### src/splc_pkg.sv
package splc_pkg;

  // ----------------------------------------
  // Clock and bus widths
  // ----------------------------------------
  localparam int CLK_HZ = 20_000_000;
  localparam int CLK_PERIOD_NS = 50;
  localparam int ADDR_W = 8;
  localparam int DATA_W = 32;
  localparam int CNT_W = 17;

  // ----------------------------------------
  // Register offsets
  // ----------------------------------------
  localparam logic [7:0] REG_CFG = 8'h00;
  localparam logic [7:0] REG_TT = 8'h04;
  localparam logic [7:0] REG_IDLE = 8'h08;
  localparam logic [7:0] REG_SID = 8'h0c;
  localparam logic [7:0] REG_TXD = 8'h10;
  localparam logic [7:0] REG_RXD = 8'h14;
  localparam logic [7:0] REG_STAT = 8'h18;

  // ----------------------------------------
  // Fields and reset values
  // ----------------------------------------
  localparam int CFG_PAR_LSB = 3;
  localparam int CFG_STOP2_BIT = 5;
  localparam int CFG_DATA7_BIT = 6;
  localparam logic [6:0] CFG_RST = 7'h0e;
  localparam logic [7:0] TT_RST = 8'h00;
  localparam logic [5:0] IDLE_RST = 6'h0a;
  localparam logic [26:0] SID_RST = 27'h6a00001;
  localparam int SID_LEN_LSB = 24;
  localparam logic [1:0] PAR_ODD = 2'h1;
  localparam logic [1:0] PAR_EVEN = 2'h2;
  localparam int ST_TX_BUSY = 0;
  localparam int ST_RX_VALID = 1;
  localparam int ST_PAR_ERR = 2;
  localparam int ST_FRM_ERR = 3;
  localparam int ST_SESSION = 4;
  localparam int ST_LOST = 5;
  localparam int ST_ID_OK = 6;
  localparam int ST_OVERRUN = 7;
  localparam logic [7:0] STAT_RST = 8'h40;

  // ----------------------------------------
  // Timing
  // ----------------------------------------
  localparam int TICK_NS = 10_000_000;
  localparam int TICK_CYC_DEF = TICK_NS / CLK_PERIOD_NS;
  localparam logic [6:0] TICKS_PER_SEC = 7'h64;

  typedef enum logic [5:0] {
    SPLC_TX_IDLE = 6'h01, SPLC_TX_TURN = 6'h02, SPLC_TX_START = 6'h04,
    SPLC_TX_DATA = 6'h08, SPLC_TX_PAR = 6'h10, SPLC_TX_STOP = 6'h20
  } splc_tx_st_t;

  typedef enum logic [4:0] {
    SPLC_RX_IDLE = 5'h01, SPLC_RX_START = 5'h02, SPLC_RX_DATA = 5'h04,
    SPLC_RX_PAR = 5'h08, SPLC_RX_STOP = 5'h10
  } splc_rx_st_t;

  function automatic logic [CNT_W-1:0] splc_bit_div(input logic [2:0] sel);
    case (sel)
      3'h0: splc_bit_div = CNT_W'(CLK_HZ / 300);
      3'h1: splc_bit_div = CNT_W'(CLK_HZ / 600);
      3'h2: splc_bit_div = CNT_W'(CLK_HZ / 1200);
      3'h3: splc_bit_div = CNT_W'(CLK_HZ / 2400);
      3'h4: splc_bit_div = CNT_W'(CLK_HZ / 4800);
      3'h5: splc_bit_div = CNT_W'(CLK_HZ / 9600);
      default: splc_bit_div = CNT_W'(CLK_HZ / 19200);
    endcase
  endfunction : splc_bit_div

  function automatic logic splc_parity(input logic [7:0] d, input logic data7, input logic [1:0] mode);
    splc_parity = ^{d[7] & ~data7, d[6:0]} ^ (mode == PAR_ODD);
  endfunction : splc_parity

  function automatic logic [7:0] splc_sid_ascii(input logic [26:0] sid, input logic [2:0] idx);
    logic [3:0] nib;
    nib = sid[5'(23 - 4 * idx) -: 4];
    splc_sid_ascii = (nib < 4'ha) ? (8'h30 + {4'h0, nib}) : (8'h37 + {4'h0, nib});
  endfunction : splc_sid_ascii

endpackage : splc_pkg

### src/splc_port.sv
`timescale 1ns/1ns
// Function
// - Bit rates 300 to 19200, default 19200.
// - Odd, even or no parity, default odd.
// - One or two stop bits, default one.
// - Seven or eight data bits, default eight.
// - Modem turnaround wait in hundredths; zero none.
// - Idle timeout drops session, awaits new connection.
// - Station identifier: up to six hex chars, first A-F.
// - Identifier addresses module on multi-drop links.
module splc_port #(
  parameter int TICK_CYC = splc_pkg::TICK_CYC_DEF
) (
  // Clock, reset and enable.
  input wire logic ref_clk,
  input wire logic sys_rst,
  input wire logic ce,
  // Register port.
  input wire logic [splc_pkg::ADDR_W-1:0] addr,
  input wire logic [splc_pkg::DATA_W-1:0] wr_data,
  input wire logic wr_en,
  input wire logic rd_en,
  output logic [splc_pkg::DATA_W-1:0] rd_data,
  // Serial pins and session flag.
  input wire logic rxd,
  output logic txd,
  output logic rts,
  output logic session_active
);
  import splc_pkg::*;

  // ----------------------------------------
  // State
  // ----------------------------------------
  logic [6:0] cfg_ff, nxt_cfg;
  logic [7:0] tt_ff, nxt_tt;
  logic [5:0] idle_ff, nxt_idle;
  logic [26:0] sid_ff, nxt_sid;
  logic [7:0] rx_data_ff, nxt_rx_data;
  logic [7:0] stat_ff, nxt_stat;
  logic [2:0] sid_idx_ff, nxt_sid_idx;
  logic [12:0] idle_ticks_ff, nxt_idle_ticks;
  logic [12:0] idle_lim;
  logic [31:0] pre_ff, nxt_pre;
  logic [DATA_W-1:0] rd_data_ff, nxt_rd_data;
  logic rxd_meta_ff, rxd_s2_ff, rxd_s3_ff, rxd_ff, nxt_rxd;
  splc_tx_st_t tx_st_ff, nxt_tx_st;
  logic [CNT_W-1:0] tx_cnt_ff, nxt_tx_cnt;
  logic [2:0] tx_bit_ff, nxt_tx_bit;
  logic [7:0] tx_byte_ff, nxt_tx_byte;
  logic [8:0] tt_cnt_ff, nxt_tt_cnt;
  logic txd_ff, nxt_txd, rts_ff, nxt_rts;
  splc_rx_st_t rx_st_ff, nxt_rx_st;
  logic [CNT_W-1:0] rx_cnt_ff, nxt_rx_cnt;
  logic [2:0] rx_bit_ff, nxt_rx_bit;
  logic [7:0] rx_sh_ff, nxt_rx_sh;
  logic rx_perr_ff, nxt_rx_perr;
  logic rx_done, rx_ferr, tick, tx_go;
  logic [CNT_W-1:0] bit_div;
  logic [2:0] last_bit, sid_len;
  logic [1:0] par_mode;

  assign bit_div = splc_bit_div(cfg_ff[2:0]);
  assign par_mode = cfg_ff[CFG_PAR_LSB +: 2];
  assign last_bit = cfg_ff[CFG_DATA7_BIT] ? 3'h6 : 3'h7;
  assign sid_len = sid_ff[SID_LEN_LSB +: 3];
  assign idle_lim = 13'(idle_ff) * 13'(TICKS_PER_SEC);
  assign tick = (pre_ff == 32'(TICK_CYC - 1));
  assign tx_go = wr_en && (addr == REG_TXD) && (tx_st_ff == SPLC_TX_IDLE);
  assign rd_data = rd_data_ff;
  assign txd = txd_ff;
  assign rts = rts_ff;
  assign session_active = stat_ff[ST_SESSION];

  // ----------------------------------------
  // Registers, status and session
  // ----------------------------------------
  always_comb
  begin
    nxt_cfg = cfg_ff;
    nxt_tt = tt_ff;
    nxt_idle = idle_ff;
    nxt_sid = sid_ff;
    nxt_rx_data = rx_data_ff;
    nxt_stat = stat_ff;
    nxt_sid_idx = sid_idx_ff;
    nxt_idle_ticks = idle_ticks_ff;
    nxt_pre = tick ? 32'h0 : pre_ff + 32'h1;
    nxt_rd_data = '0;
    if (wr_en)
    begin
      if (addr == REG_CFG)
        nxt_cfg = wr_data[6:0];
      else if (addr == REG_TT)
        nxt_tt = wr_data[7:0];
      else if (addr == REG_IDLE)
        nxt_idle = wr_data[5:0];
      else if (addr == REG_SID)
        nxt_sid = wr_data[26:0];
    end
    if (rd_en)
    begin
      if (addr == REG_CFG)
        nxt_rd_data = {25'h0, cfg_ff};
      else if (addr == REG_TT)
        nxt_rd_data = {24'h0, tt_ff};
      else if (addr == REG_IDLE)
        nxt_rd_data = {26'h0, idle_ff};
      else if (addr == REG_SID)
        nxt_rd_data = {5'h0, sid_ff};
      else if (addr == REG_RXD)
        nxt_rd_data = {24'h0, rx_data_ff};
      else if (addr == REG_STAT)
        nxt_rd_data = {24'h0, stat_ff};
      if (addr == REG_RXD)
        nxt_stat[ST_RX_VALID] = 1'b0;
      if (addr == REG_STAT)
        nxt_stat[ST_LOST] = 1'b0;
      if (addr == REG_STAT)
        nxt_stat[ST_OVERRUN] = 1'b0;
    end
    nxt_stat[ST_TX_BUSY] = (nxt_tx_st != SPLC_TX_IDLE);
    nxt_stat[ST_ID_OK] = (nxt_sid[26:24] <= 3'h6) &&
      ((nxt_sid[26:24] == 3'h0) || (nxt_sid[23:20] >= 4'ha));
    if (stat_ff[ST_SESSION] && tick)
      nxt_idle_ticks = idle_ticks_ff + 13'h1;
    if (stat_ff[ST_SESSION] && tick && !rx_done && (idle_ticks_ff >= idle_lim))
    begin
      nxt_stat[ST_SESSION] = 1'b0;
      nxt_stat[ST_LOST] = 1'b1;
      nxt_sid_idx = 3'h0;
    end
    if (rx_done)
    begin
      nxt_rx_data = rx_sh_ff;
      nxt_stat[ST_OVERRUN] = stat_ff[ST_OVERRUN] | stat_ff[ST_RX_VALID];
      nxt_stat[ST_RX_VALID] = 1'b1;
      nxt_stat[ST_PAR_ERR] = rx_perr_ff;
      nxt_stat[ST_FRM_ERR] = rx_ferr;
      nxt_idle_ticks = 13'h0;
      if (!stat_ff[ST_SESSION])
      begin
        if (sid_len == 3'h0)
          nxt_stat[ST_SESSION] = 1'b1;
        else if (rx_sh_ff == splc_sid_ascii(sid_ff, sid_idx_ff))
        begin
          nxt_sid_idx = sid_idx_ff + 3'h1;
          if (sid_idx_ff + 3'h1 == sid_len)
          begin
            nxt_stat[ST_SESSION] = 1'b1;
            nxt_sid_idx = 3'h0;
          end
        end
        else
          nxt_sid_idx = 3'h0;
      end
    end
  end

  // ----------------------------------------
  // Transmitter
  // ----------------------------------------
  always_comb
  begin
    nxt_tx_st = tx_st_ff;
    nxt_tx_cnt = tx_cnt_ff;
    nxt_tx_bit = tx_bit_ff;
    nxt_tx_byte = tx_byte_ff;
    nxt_txd = txd_ff;
    nxt_rts = rts_ff;
    nxt_tt_cnt = tt_cnt_ff;
    if (tx_st_ff != SPLC_TX_IDLE && tx_st_ff != SPLC_TX_TURN)
      nxt_tx_cnt = tx_cnt_ff - CNT_W'(1);
    case (tx_st_ff)
      SPLC_TX_IDLE:
        if (tx_go)
        begin
          nxt_tx_byte = wr_data[7:0];
          nxt_rts = 1'b1;
          nxt_tt_cnt = 9'h0;
          nxt_tx_st = SPLC_TX_TURN;
          if (tt_ff == 8'h0)
          begin
            nxt_tx_st = SPLC_TX_START;
            nxt_txd = 1'b0;
            nxt_tx_cnt = bit_div;
          end
        end
      SPLC_TX_TURN:
      begin
        if (tick)
          nxt_tt_cnt = tt_cnt_ff + 9'h1;
        if (tt_cnt_ff > {1'b0, tt_ff})
        begin
          nxt_tx_st = SPLC_TX_START;
          nxt_txd = 1'b0;
          nxt_tx_cnt = bit_div;
        end
      end
      SPLC_TX_START:
        if (tx_cnt_ff == CNT_W'(1))
        begin
          nxt_tx_st = SPLC_TX_DATA;
          nxt_tx_bit = 3'h0;
          nxt_txd = tx_byte_ff[0];
          nxt_tx_cnt = bit_div;
        end
      SPLC_TX_DATA:
        if (tx_cnt_ff == CNT_W'(1))
        begin
          nxt_tx_cnt = bit_div;
          nxt_tx_bit = tx_bit_ff + 3'h1;
          nxt_txd = tx_byte_ff[nxt_tx_bit];
          if (tx_bit_ff == last_bit)
          begin
            nxt_tx_bit = 3'h0;
            nxt_tx_st = (par_mode == PAR_ODD || par_mode == PAR_EVEN) ? SPLC_TX_PAR : SPLC_TX_STOP;
            nxt_txd = (nxt_tx_st == SPLC_TX_PAR) ?
              splc_parity(tx_byte_ff, cfg_ff[CFG_DATA7_BIT], par_mode) : 1'b1;
          end
        end
      SPLC_TX_PAR:
        if (tx_cnt_ff == CNT_W'(1))
        begin
          nxt_tx_st = SPLC_TX_STOP;
          nxt_txd = 1'b1;
          nxt_tx_cnt = bit_div;
        end
      SPLC_TX_STOP:
        if (tx_cnt_ff == CNT_W'(1))
        begin
          nxt_tx_cnt = bit_div;
          nxt_tx_bit = 3'h1;
          if (!cfg_ff[CFG_STOP2_BIT] || tx_bit_ff != 3'h0)
          begin
            nxt_tx_st = SPLC_TX_IDLE;
            nxt_rts = 1'b0;
            nxt_tx_bit = 3'h0;
          end
        end
      default:
        nxt_tx_st = SPLC_TX_IDLE;
    endcase
  end

  // ----------------------------------------
  // Receiver
  // ----------------------------------------
  always_comb
  begin
    nxt_rxd = (rxd_s2_ff == rxd_s3_ff) ? rxd_s3_ff : rxd_ff;
    nxt_rx_st = rx_st_ff;
    nxt_rx_cnt = rx_cnt_ff - CNT_W'(1);
    nxt_rx_bit = rx_bit_ff;
    nxt_rx_sh = rx_sh_ff;
    nxt_rx_perr = rx_perr_ff;
    rx_done = 1'b0;
    rx_ferr = 1'b0;
    case (rx_st_ff)
      SPLC_RX_IDLE:
        if (!rxd_ff)
        begin
          nxt_rx_st = SPLC_RX_START;
          nxt_rx_cnt = bit_div >> 1;
          nxt_rx_sh = 8'h0;
          nxt_rx_bit = 3'h0;
          nxt_rx_perr = 1'b0;
        end
      SPLC_RX_START:
        if (rx_cnt_ff == CNT_W'(1))
        begin
          nxt_rx_st = rxd_ff ? SPLC_RX_IDLE : SPLC_RX_DATA;
          nxt_rx_cnt = bit_div;
        end
      SPLC_RX_DATA:
        if (rx_cnt_ff == CNT_W'(1))
        begin
          nxt_rx_sh[rx_bit_ff] = rxd_ff;
          nxt_rx_bit = rx_bit_ff + 3'h1;
          nxt_rx_cnt = bit_div;
          if (rx_bit_ff == last_bit)
            nxt_rx_st = (par_mode == PAR_ODD || par_mode == PAR_EVEN) ? SPLC_RX_PAR : SPLC_RX_STOP;
        end
      SPLC_RX_PAR:
        if (rx_cnt_ff == CNT_W'(1))
        begin
          nxt_rx_perr = rxd_ff != splc_parity(rx_sh_ff, cfg_ff[CFG_DATA7_BIT], par_mode);
          nxt_rx_st = SPLC_RX_STOP;
          nxt_rx_cnt = bit_div;
        end
      SPLC_RX_STOP:
        if (rx_cnt_ff == CNT_W'(1))
        begin
          rx_done = 1'b1;
          rx_ferr = !rxd_ff;
          nxt_rx_st = SPLC_RX_IDLE;
        end
      default:
        nxt_rx_st = SPLC_RX_IDLE;
    endcase
  end

  // ----------------------------------------
  // Flip-flops
  // ----------------------------------------
  always_ff @(posedge ref_clk)
  begin
    if (sys_rst)
    begin
      cfg_ff <= CFG_RST;
      tt_ff <= TT_RST;
      idle_ff <= IDLE_RST;
      sid_ff <= SID_RST;
      rx_data_ff <= '0;
      stat_ff <= STAT_RST;
      sid_idx_ff <= '0;
      idle_ticks_ff <= '0;
      pre_ff <= '0;
      rd_data_ff <= '0;
      {rxd_meta_ff, rxd_s2_ff, rxd_s3_ff, rxd_ff} <= 4'hf;
      tx_st_ff <= SPLC_TX_IDLE;
      tx_cnt_ff <= '0;
      tx_bit_ff <= '0;
      tx_byte_ff <= '0;
      tt_cnt_ff <= '0;
      txd_ff <= 1'b1;
      rts_ff <= 1'b0;
      rx_st_ff <= SPLC_RX_IDLE;
      rx_cnt_ff <= '0;
      rx_bit_ff <= '0;
      rx_sh_ff <= '0;
      rx_perr_ff <= 1'b0;
    end
    else if (ce)
    begin
      cfg_ff <= nxt_cfg;
      tt_ff <= nxt_tt;
      idle_ff <= nxt_idle;
      sid_ff <= nxt_sid;
      rx_data_ff <= nxt_rx_data;
      stat_ff <= nxt_stat;
      sid_idx_ff <= nxt_sid_idx;
      idle_ticks_ff <= nxt_idle_ticks;
      pre_ff <= nxt_pre;
      rd_data_ff <= nxt_rd_data;
      {rxd_meta_ff, rxd_s2_ff, rxd_s3_ff, rxd_ff} <= {rxd, rxd_meta_ff, rxd_s2_ff, nxt_rxd};
      tx_st_ff <= nxt_tx_st;
      tx_cnt_ff <= nxt_tx_cnt;
      tx_bit_ff <= nxt_tx_bit;
      tx_byte_ff <= nxt_tx_byte;
      tt_cnt_ff <= nxt_tt_cnt;
      txd_ff <= nxt_txd;
      rts_ff <= nxt_rts;
      rx_st_ff <= nxt_rx_st;
      rx_cnt_ff <= nxt_rx_cnt;
      rx_bit_ff <= nxt_rx_bit;
      rx_sh_ff <= nxt_rx_sh;
      rx_perr_ff <= nxt_rx_perr;
    end
  end
endmodule : splc_port

### config.mk
export PLATFORM = sky130hd
export DESIGN_NAME = splc_port
export DESIGN_NICKNAME = d
export VERILOG_FILES = /design/src/splc_pkg.sv /design/src/splc_port.sv
export SDC_FILE = /design/constraint.sdc
export NUM_CORES = 1
export LEC_CHECK = 0
export BUFFER_PORTS_ARGS = -buffer_cell sky130_fd_sc_hd__buf_2
export CORE_ASPECT_RATIO = 0.5
export CORE_MARGIN = 2
export CORE_UTILIZATION = 60
export CTS_BUF_LIST = sky130_fd_sc_hd__clkbuf_8
export DETAILED_ROUTE_END_ITERATION = 16
export GPL_ROUTABILITY_DRIVEN = 1
export MAX_ROUTING_LAYER = met4
export PLACE_DENSITY = 0.79
export SETUP_SLACK_MARGIN = 0.1
export SYNTH_ARGS = -nofsm -noshare
export SYNTH_HDL_FRONTEND = slang
export SYNTH_SLANG_ARGS = --single-unit
### constraint.sdc
create_clock -name ref_clk -period 9.1 [get_ports ref_clk]
set_input_delay 0.455 -clock ref_clk [delete_from_list [all_inputs] [get_ports ref_clk]]
set_output_delay 0.455 -clock ref_clk [all_outputs]
set_load 0.005 [all_outputs]
# After elaboration in Yosys (flattened, before gate mapping)

Index checks and enable logic that the tools add are counted.

Bits in registers: 227
Input bits: 46
Output and inout bits: 35
Logic and storage cells: 271

Add/sub/neg operators: 11
Multipliers: 1
$lt $le $gt $ge: 8
Equal/unequal tests: 52
Shift-type cells: 1
Mux-type cells: 104
Bitwise operators: 9
Reductions and logical operators: 54

Operator list:

| cell                                               | count |
|---|---|
| 2-to-1 mux 27 bit                                  | 10 |
| 2-to-1 mux 17 bit                                  | 7 |
| case mux 17 bit (6 select lines)                   | 1 |
| 2-to-1 mux 6 bit                                   | 9 |
| case mux 17 bit (3 select lines)                   | 1 |
| 2-to-1 mux 3 bit                                   | 14 |
| case mux 6 bit (6 select lines)                    | 1 |
| 2-to-1 mux 5 bit                                   | 7 |
| == test 17 x 1 -> 1 bit, second input constant     | 2 |
| case mux 17 bit (2 select lines)                   | 1 |
| subtractor 17 x 1 -> 17 bit, second input constant | 2 |
| adder 32 x 1 -> 32 bit, second input constant      | 1 |
| == test 32 x 18 -> 1 bit, second input constant    | 1 |
| 2-to-1 mux 32 bit                                  | 1 |
| 2-to-1 mux 8 bit                                   | 4 |
| 2-to-1 mux 1 bit                                   | 30 |
| indexed part select 30 x 6 -> 4 bit                | 1 |
| inequality test 2 bit, second input constant       | 14 |
| 2-to-1 mux 13 bit                                  | 2 |
| case mux 5 bit (5 select lines)                    | 1 |
| == test 8 x 5 -> 1 bit, second input constant      | 3 |
| nonzero test 2 bit                                 | 10 |
| 2-to-1 mux 9 bit                                   | 2 |
| case mux 9 bit (2 select lines)                    | 1 |
| 70 further kinds                                   | 114 |

# Depth between registers and ports, before layout

Gate-level depths: netlist of the first run.

Word-level depth: 12
Mapped depth: 18
Depth with buffers taken out: 18

# Worst setup path before layout of the first run

OpenSTA, ideal clock, no wires.

Kind: register to register
Start point: reg idle_ff[1]
End point: reg sid_idx_ff[2]
Setup time: 0.072 ns
Arrival time: 3.509 ns
Required time: 9.028 ns
Setup slack: 5.519 ns
Cell stages (with the launch flop): 18
Path buffers: 0
Period minus slack after synthesis: 3.581 ns
Path through: dfxtp_1 ha_1 ha_1 ha_1 fa_1 a21o_1 a21oi_1 o21bai_1 a21oi_1 xnor2_1 ha_1 nand4_1 a21oi_1 a221o_1 nand2_1 and3b_1 a41oi_1 mux2i_1

Cells in the longest elaborated chain, start to end: 7

Ends and longest elaborated chain:

| element                        | line             | text |
|---|---|---|
| from (decl)                    | splc_port.sv:37  | `logic [5:0] idle_ff, nxt_idle;` |
| from (signal assigned)         | splc_port.sv:338 | `idle_ff <= nxt_idle;` |
| multiplier 6 x 5 -> 11 bit (*) | splc_port.sv:67  | `assign idle_lim = 13'(idle_ff) * 13'(TICKS_PER_SEC);` |
| >= comparator 13 bit (*)       | splc_port.sv:127 | `if (stat_ff[ST_SESSION] && tick && !rx_done && (idle_ticks_ff >= idle_lim))` |
| logical AND 1 bit (*)          | splc_port.sv:127 |  |
| 2-to-1 mux 3 bit (*)           | splc_port.sv:127 |  |
| 2-to-1 mux 3 bit               | splc_port.sv:143 | `if (sid_len == 3'h0)` |
| 2-to-1 mux 3 bit               | splc_port.sv:141 | `if (!stat_ff[ST_SESSION])` |
| 2-to-1 mux 3 bit (*)           | splc_port.sv:133 | `if (rx_done)` |
| to (signal assigned)           | splc_port.sv:342 | `sid_idx_ff <= nxt_sid_idx;` |
| to (decl)                      | splc_port.sv:41  | `logic [2:0] sid_idx_ff, nxt_sid_idx;` |

Every way passes the cells marked *; elsewhere a longest branch is shown, timed or not.
A chain may end at the register's enable or synchronous reset.

# Worst setup path in the final report of the first run

Ends and elaborated chain as after synthesis.

==> key figures, run 1 <==
STA
  • RSZ-0062 raised after global routing: false
  • Final setup fails: 0
  • Fmax: 0.247 GHz
  • Total negative slack: 0 ps
  • Measured slew at the worst slew-check pin: 1300 ps
  • Fin. max-slew vios: 0
  • Clock Skew: 24.6 ps
  • Setup slack after layout: 5050 ps
  • Slew headroom: 0.126
  • Period utilization: 0.445
  • Final Hold Fails: 0
  • Minimum clock period: 4050 ps

Die
  • Die width: 210 um
  • Die ar.: 22,400 um^2
  • IO Pins: 81
  • Core Box Area: 20,600 um^2
  • Initial core utilization: 0.615
  • Die height: 107 um
  • Site Rows: 37

Clock tree
  • CTS tree: done
  • CTS Buf Count: 34
  • Worst-path clk slew: 70 ps
  • # Post-CTS Setup Buffers: 0
  • CTS max path bufs: 3
  • Post-CTS Hold Buffers: 0
  • Clock Sinks: 222
  • Root Buffer: clkbuf_8
  • Post-cts sizing count: 0
  • Clock network latency to the later pin of the worst-skew pair: 540 ps
  • H-tree lvl count: 2

Hold path
  • Min-delay worst type: primary input to flop

GRT
  • Grt ovf: 0
  • Gr usage total: 0.303
  • First-pass GRT wire length: 54,700 um
  • Vias in the first global route: 11,141
  • Initial antenna violation count: 0
  • Largest net degree at the start of global routing: 88

Synthesis
  • Top FF cell, synth: dfxtp_1
  • Top cells by count, synth: dfxtp_1, nor2_1, nand2_1
  • Sequential-to-total area share from yosys stat: 0.350
  • Post-Syn Area: 12,700 um^2
  • Avg Cell Area, Syn: 7.98 um^2
  • Yosys warnings: 0
  • Most frequent cell after synthesis: dfxtp_1
  • Synth cell types: 91
  • Async set or reset register ratio after synthesis: 0
  • EDFF count, synth: 0
  • Largest cells by area after synthesis: dfxtp_1, nor2_1, ha_1, a21oi_1, nand2_1
  • Synth Instances: 1,591
  • Flop and latch count out of synthesis: 222
  • Top cell type's share of synthesized area: 0.350
  • Post-synth top area cell: dfxtp_1

Route
  • Per-cell routed wire length: 17.5 um
  • Iter 0 DRT Violations: 1,245
  • Drt drc: 0
  • Routed Wire Length: 33,400 um
  • DRT Pass-1 Iters: 5
  • Routed Antenna Nets: 0
  • Vias: 11,858
  • Met2 WL: 15,100 um
  • Top sig layer: met4
  • Vias/cell: 6.20
  • Met3 WL: 2660 um
  • WL met1: 15,000 um

Final layout
  • Layout Utilization: 0.665
  • Share of layout cells above drive strength 1: 0.0957
  • N_diodes: 0
  • Register area: 4440 um^2
  • Finished Layout Cells: 1,914
  • Multi-input combinational cell area: 7710 um^2
  • Fin nets: 1,723
  • Layout area overhead: 8.08%
  • FILL cells: 1,741

Power
  • P per Cell Area: 165 nW/um^2
  • Tot Pwr: 2.26 mW
  • Leakage: 5.40 nW
  • VDD IR max: 0.111 mV

Critical path
  • Reg2reg setup slack: 5050 ps
  • Largest fanout on the critical path: 5
  • Worst Path Arrival: 4510 ps
  • Slowest library cell on the worst path: fa_1
  • CP peak stage delay: 470 ps
  • CP Launch Type: flop
  • WS Path Type: flop to flop
  • Critical path's most frequent cell: ha_1
  • Worst endpoint required time: 9560 ps
  • Worst path cell trace: ha_1 > ha_1 > ha_1 > fa_1 > a21o_1 > a21oi_1 > o21bai_1 > a21oi_1 > xnor2_1 > ha_1 > nand4_1 > a21oi_1 > a221o_1 > nand2_1 > and3b_1 > a41oi_1 > mux2i_1
  • CP endpoint kind: flop

Placed design
  • Worst slack, placed: 5150 ps
  • Gpl congestion: 0.935
  • Placed cells: 1,856
  • Port Buffers: 70
  • HPWL after detailed placement: 23,600 um

Status
  • Status: completed

Run
  • Max-cap violations: 0
## power by group
group | switching [mW] | internal (mW) | total [mW] | leakage [nW]
Sequential | 0.0459 | 1.01 | 1.05 | 1.80
Combinational | 0.261 | 0.158 | 0.419 | 3.23
Clock | 0.405 | 0.385 | 0.790 | 0.374
## cell usage in the layout, fill, tap and decap left out, types with 12 or more instances in the layout
| master | Yosys | routed |
|---|---|---|
| dfxtp_1 | 222 | 222 |
| nor2_1 | 221 | 221 |
| nand2_1 | 164 | 164 |
| a21oi_1 | 127 | 127 |
| o21ai_0 | 77 | 77 |
| buf_2 | 3 | 69 |
| inv_1 | 47 | 62 |
| ha_1 | 57 | 57 |
| xor2_1 | 51 | 51 |
| mux2i_1 | 48 | 48 |
| nor3_1 | 49 | 47 |
| xnor2_1 | 40 | 40 |
| clkbuf_8 | 0 | 38 |
| nand3_1 | 36 | 36 |
| a22oi_1 | 36 | 36 |
| or3_1 | 19 | 19 |
| and3_1 | 19 | 19 |
| nor4_1 | 19 | 18 |
| a211oi_1 | 18 | 18 |
| nand2b_1 | 17 | 17 |
| o22ai_1 | 15 | 15 |
| nand4_1 | 15 | 15 |
| nor2b_1 | 13 | 13 |
| and2_1 | 12 | 12 |
| a211o_1 | 12 | 12 |
## layer usage
layer / track usage / up-vias
li1: - / 5717
met1: 0.400 / 5591
met2: 0.478 / 478
met3: 0.0586 / 72
met4: 0.0902 / 0
met5: - / -
## flip-flops by register name (all words and copies together), names as in the netlist, 6 cells and up
name and count:
rx_data_ff 8, tx_byte_ff 8, rd_data 27, rx_sh_ff 8, pre_ff 32, tt_ff 8, tt_cnt_ff 9, sid_ff 27
idle_ticks_ff 13, cfg_ff 7, rx_cnt_ff 17, idle_ff 6, stat_ff 8, tx_st_ff 6, tx_cnt_ff 17
## metrics by stage
stage	hold WS, ps	cell area [um^2]
final	124	13700
after detailed placement	446	13100
after floorplan	428	12700
after global placement	438	13100
after CTS	106	13700
after global routing	116	13700
## final cells by class
cell class | instances | share of cell area
Tap cell | 273 | 0.0249
Timing Repair Buffer | 80 | 0.0312
Clock buffer | 38 | 0.0381
Clock inverter | 20 | 0.00675
Multi-Input combinational cell | 1233 | 0.562
Inverter | 48 | 0.0131
Sequential cell | 222 | 0.324
## logic make-up (layout without fill, tap and decap cells)
group / after synthesis / after routing / share of synthesized area
and+or+nand+nor: 644 / 644 / 0.247
AOI/OAI and AO/OA: 380 / 380 / 0.191
DFF: 222 / 222 / 0.350
buffers and inverters: 140 / 186 / 0.0449
xor gates and xnor gates: 91 / 91 / 0.0628
adders and majority gates: 58 / 58 / 0.0578
muxes: 55 / 55 / 0.0467
other: 1 / 5 / 0.000295
## final timing paths
| kind | from | end | cells after the start |
|---|---|---|---|
| setup reg to reg | idle_ff[1] | sid_idx_ff[2] | 17 |
| hold reg to reg | rx_data_ff[0] | rx_data_ff[0] | 2 |
| setup / recovery | idle_ff[1] | sid_idx_ff[2] | 17 |
| hold / removal | rxd | rxd_meta_ff | 2 |
## worst max-delay path, delay by kind of cell, from the launching register on
kind	cells	cell delay (ps)
multiplexers	1	170
XOR/XNOR	1	150
flip-flops	1	450
AND/OR/NAND/NOR	3	480
adder cells (fa/ha/maj)	5	1620
AO/OA/AOI/OAI	7	1080
(Power assumes the default switching activity.)
==> run 2: changes to the inputs <==
--- a/config.mk
+++ b/config.mk
@@ -8,7 +8,7 @@
 export BUFFER_PORTS_ARGS = -buffer_cell sky130_fd_sc_hd__buf_2
 export CORE_ASPECT_RATIO = 0.5
 export CORE_MARGIN = 2
-export CORE_UTILIZATION = 60
+export CORE_UTILIZATION = 57
 export CTS_BUF_LIST = sky130_fd_sc_hd__clkbuf_8
 export DETAILED_ROUTE_END_ITERATION = 16
 export GPL_ROUTABILITY_DRIVEN = 1
==> constraint.sdc (replaced) <==
create_clock -name ref_clk -period 3.3 [get_ports ref_clk]
set_input_delay 0.165 -clock ref_clk [delete_from_list [all_inputs] [get_ports ref_clk]]
set_output_delay 0.165 -clock ref_clk [all_outputs]
set_load 0.005 [all_outputs]
==> run 2 against run 1 <==
Compared with the run above: the run now ends with negative setup slack left; wire length is 6.0% higher; largest power group unchanged; first-iteration DRC count is 11% lower; largest cell class unchanged; highest routed layer unchanged; sequential power grew to 2.8 times the previous value; sequential share of layout area is 1.8 points lower; utilization is 0.61 points higher.
==> key figures, run 2 (synthesis results as in run 1) <==
Final layout
  • Layout Utilization: 0.671
  • Commonest non-fill, non-tap cell in the layout: nor2_1
  • Layout area overhead: 15.0%
  • Most flops, register: pre_ff
  • Max reg flops: 32
  • Fin nets: 1,787
  • Share of layout cells above drive strength 1: 0.132
  • Most frequent cells in the layout: nor2_1, dfxtp_1, nand2_1, a21oi_1, o21ai_0

Route
  • DRT Pass-1 Iters: 7
  • Routed Antenna Nets: 0
  • Routed Wire Length: 35,400 um
  • Per-cell routed wire length: 17.7 um
  • Vias: 12,166
  • Iter 0 DRT Violations: 1,112
  • Drt drc: 0
  • Vias/cell: 6.06

Die
  • Die width: 215 um
  • IO Pins: 81
  • Site Rows: 38
  • Die height: 110 um
  • Die ar.: 23,600 um^2
  • Core Box Area: 21,800 um^2
  • Initial core utilization: 0.583

Critical path
  • Setup crit start: idle_ff[2]
  • CP Depth: 18
  • Launching point of the worst reg2reg path: idle_ff[2]
  • Slowest library cell on the worst path: dfxtp_4
  • Worst path cell trace: ha_4 > ha_4 > ha_4 > ha_1 > a21o_1 > a21oi_2 > o21bai_1 > a21oi_2 > xor2_1 > ha_1 > nand4_1 > a21oi_2 > a221o_1 > nand2_2 > buf_4 > buf_6 > o21ai_1 > a211oi_2
  • Cell family with most CP delay: adder cells
  • Worst Path Arrival: 3960 ps
  • CP endpoint kind: flop
  • CP Buf/Inv Count: 2
  • CP peak stage delay: 370 ps
  • Largest fanout on the critical path: 4
  • WS Path Type: flop to flop
  • Reg2reg setup slack: -210 ps
  • CP Launch Type: flop
  • Worst endpoint required time: 3750 ps
  • Cell count of the worst reg-to-reg path: 18
  • RR Endpoint: stat_ff[4]

Run
  • Max-cap violations: 0

Hold path
  • Hold depth: 3
  • Worst hold endpoint: sid_ff[0]
  • Min-delay worst type: primary input to flop
  • Hold Path Origin: wr_data[0]

Power
  • Leakage: 5.74 nW
  • P per Cell Area: 443 nW/um^2
  • VDD IR max: 0.273 mV

Clock tree
  • Clock Sinks: 222
  • Clock network latency to the later pin of the worst-skew pair: 540 ps
  • Root Buffer: clkbuf_8
  • CTS max path bufs: 3
  • H-tree lvl count: 2
  • CTS tree: done
  • CTS Buf Count: 34
  • Worst-path clk slew: 70 ps

Status
  • Failing checks: negative setup slack
  • Status: complete, but fails checks

STA
  • RSZ-0062 raised after global routing: true
  • Final setup fails: 5
  • Setup slack after layout: -210 ps
  • Fmax: 0.285 GHz
  • Period utilization: 1.06
  • Fin. max-slew vios: 0
  • Measured slew at the worst slew-check pin: 942 ps
  • Slew headroom: 0.363
  • Minimum clock period: 3510 ps
  • Final Hold Fails: 0
  • Clock Skew: 24.0 ps

GRT
  • Grt ovf: 0
  • Vias in the first global route: 11,385
  • First-pass GRT wire length: 56,900 um
  • Largest net degree at the start of global routing: 69
  • Gr usage total: 0.304
  • Initial antenna violation count: 1

Placed design
  • Port Buffers: 70
  • Gpl congestion: 0.943
  • HPWL after detailed placement: 24,900 um
  • Worst slack, placed: -218 ps
==> run 2: repair_timing <==
| item | 4_1_cts | 5_1_grt |
|---|---|---|
| gates cloned | 0 | 0 |
| endpoints found under the hold margin | 43 | 0 |
| setup buffers | 3 | 3 |
| resized for setup | 8 | 10 |
| pin swaps | 10 | 7 |
| setup endpoints to repair | 6 | 6 |
| hold buffers | 27 | 0 |
==> run 2: area by class of cell <==
| cell class | count | area [um^2] |
|---|---|---|
| antenna | 1 | 2.50 |
| fill | 1796 | 7170 |
| inverter | 48 | 180 |
| tap | 300 | 375 |
| clock inverter | 16 | 96.3 |
| multi-input combinational | 1233 | 7900 |
| sequential | 222 | 4460 |
| clock buffer | 43 | 592 |
| timing repair buffer | 144 | 992 |
==> run 2: worst max path at each step <==
stage                    endpoint  slack (ps)
floorplan           sid_idx_ff[2]          60
global placement    sid_idx_ff[2]        -130
detailed placement  sid_idx_ff[2]        -220
CTS                 sid_idx_ff[2]        -200
global route        sid_idx_ff[2]        -370
finish                 stat_ff[4]        -210
==> run 2: power by group <==
group | switching (mW) | internal (mW)
logic | 0.728 | 0.475
clock network | 1.11 | 1.25
registers | 0.131 | 2.77
==> run 2: through the flow <==
stage,setup TNS [ps],area (um^2),power (mW),instances,hold slack [ps]
floorplan,0,12800,3.82,1595,283
global placement,-238,13500,4.06,1914,376
finish,-810,14600,6.47,2007,36.4
global route,-1610,14600,6.77,2007,15.0
detailed placement,-641,13500,4.09,1914,380
CTS,-707,14500,6.46,2003,6.94
==> run 2: routing by layer <==
| metal | track usage | share of wire |
|---|---|---|
| met1 | 0.392 | 0.44 |
| met2 | 0.492 | 0.46 |
| met3 | 0.0531 | 0.076 |
| met4 | 0.0961 | 0.023 |
| met5 | - | 0 |
==> run 2: worst reg2reg max path: cells and delay by family, from the launching register on <==
kind	cells	cell delay, ps
fa+ha+maj	5	1240
compound gates	8	1240
flops	1	370
simple gates	2	200
buf+inv	2	190
xor+xnor	1	170
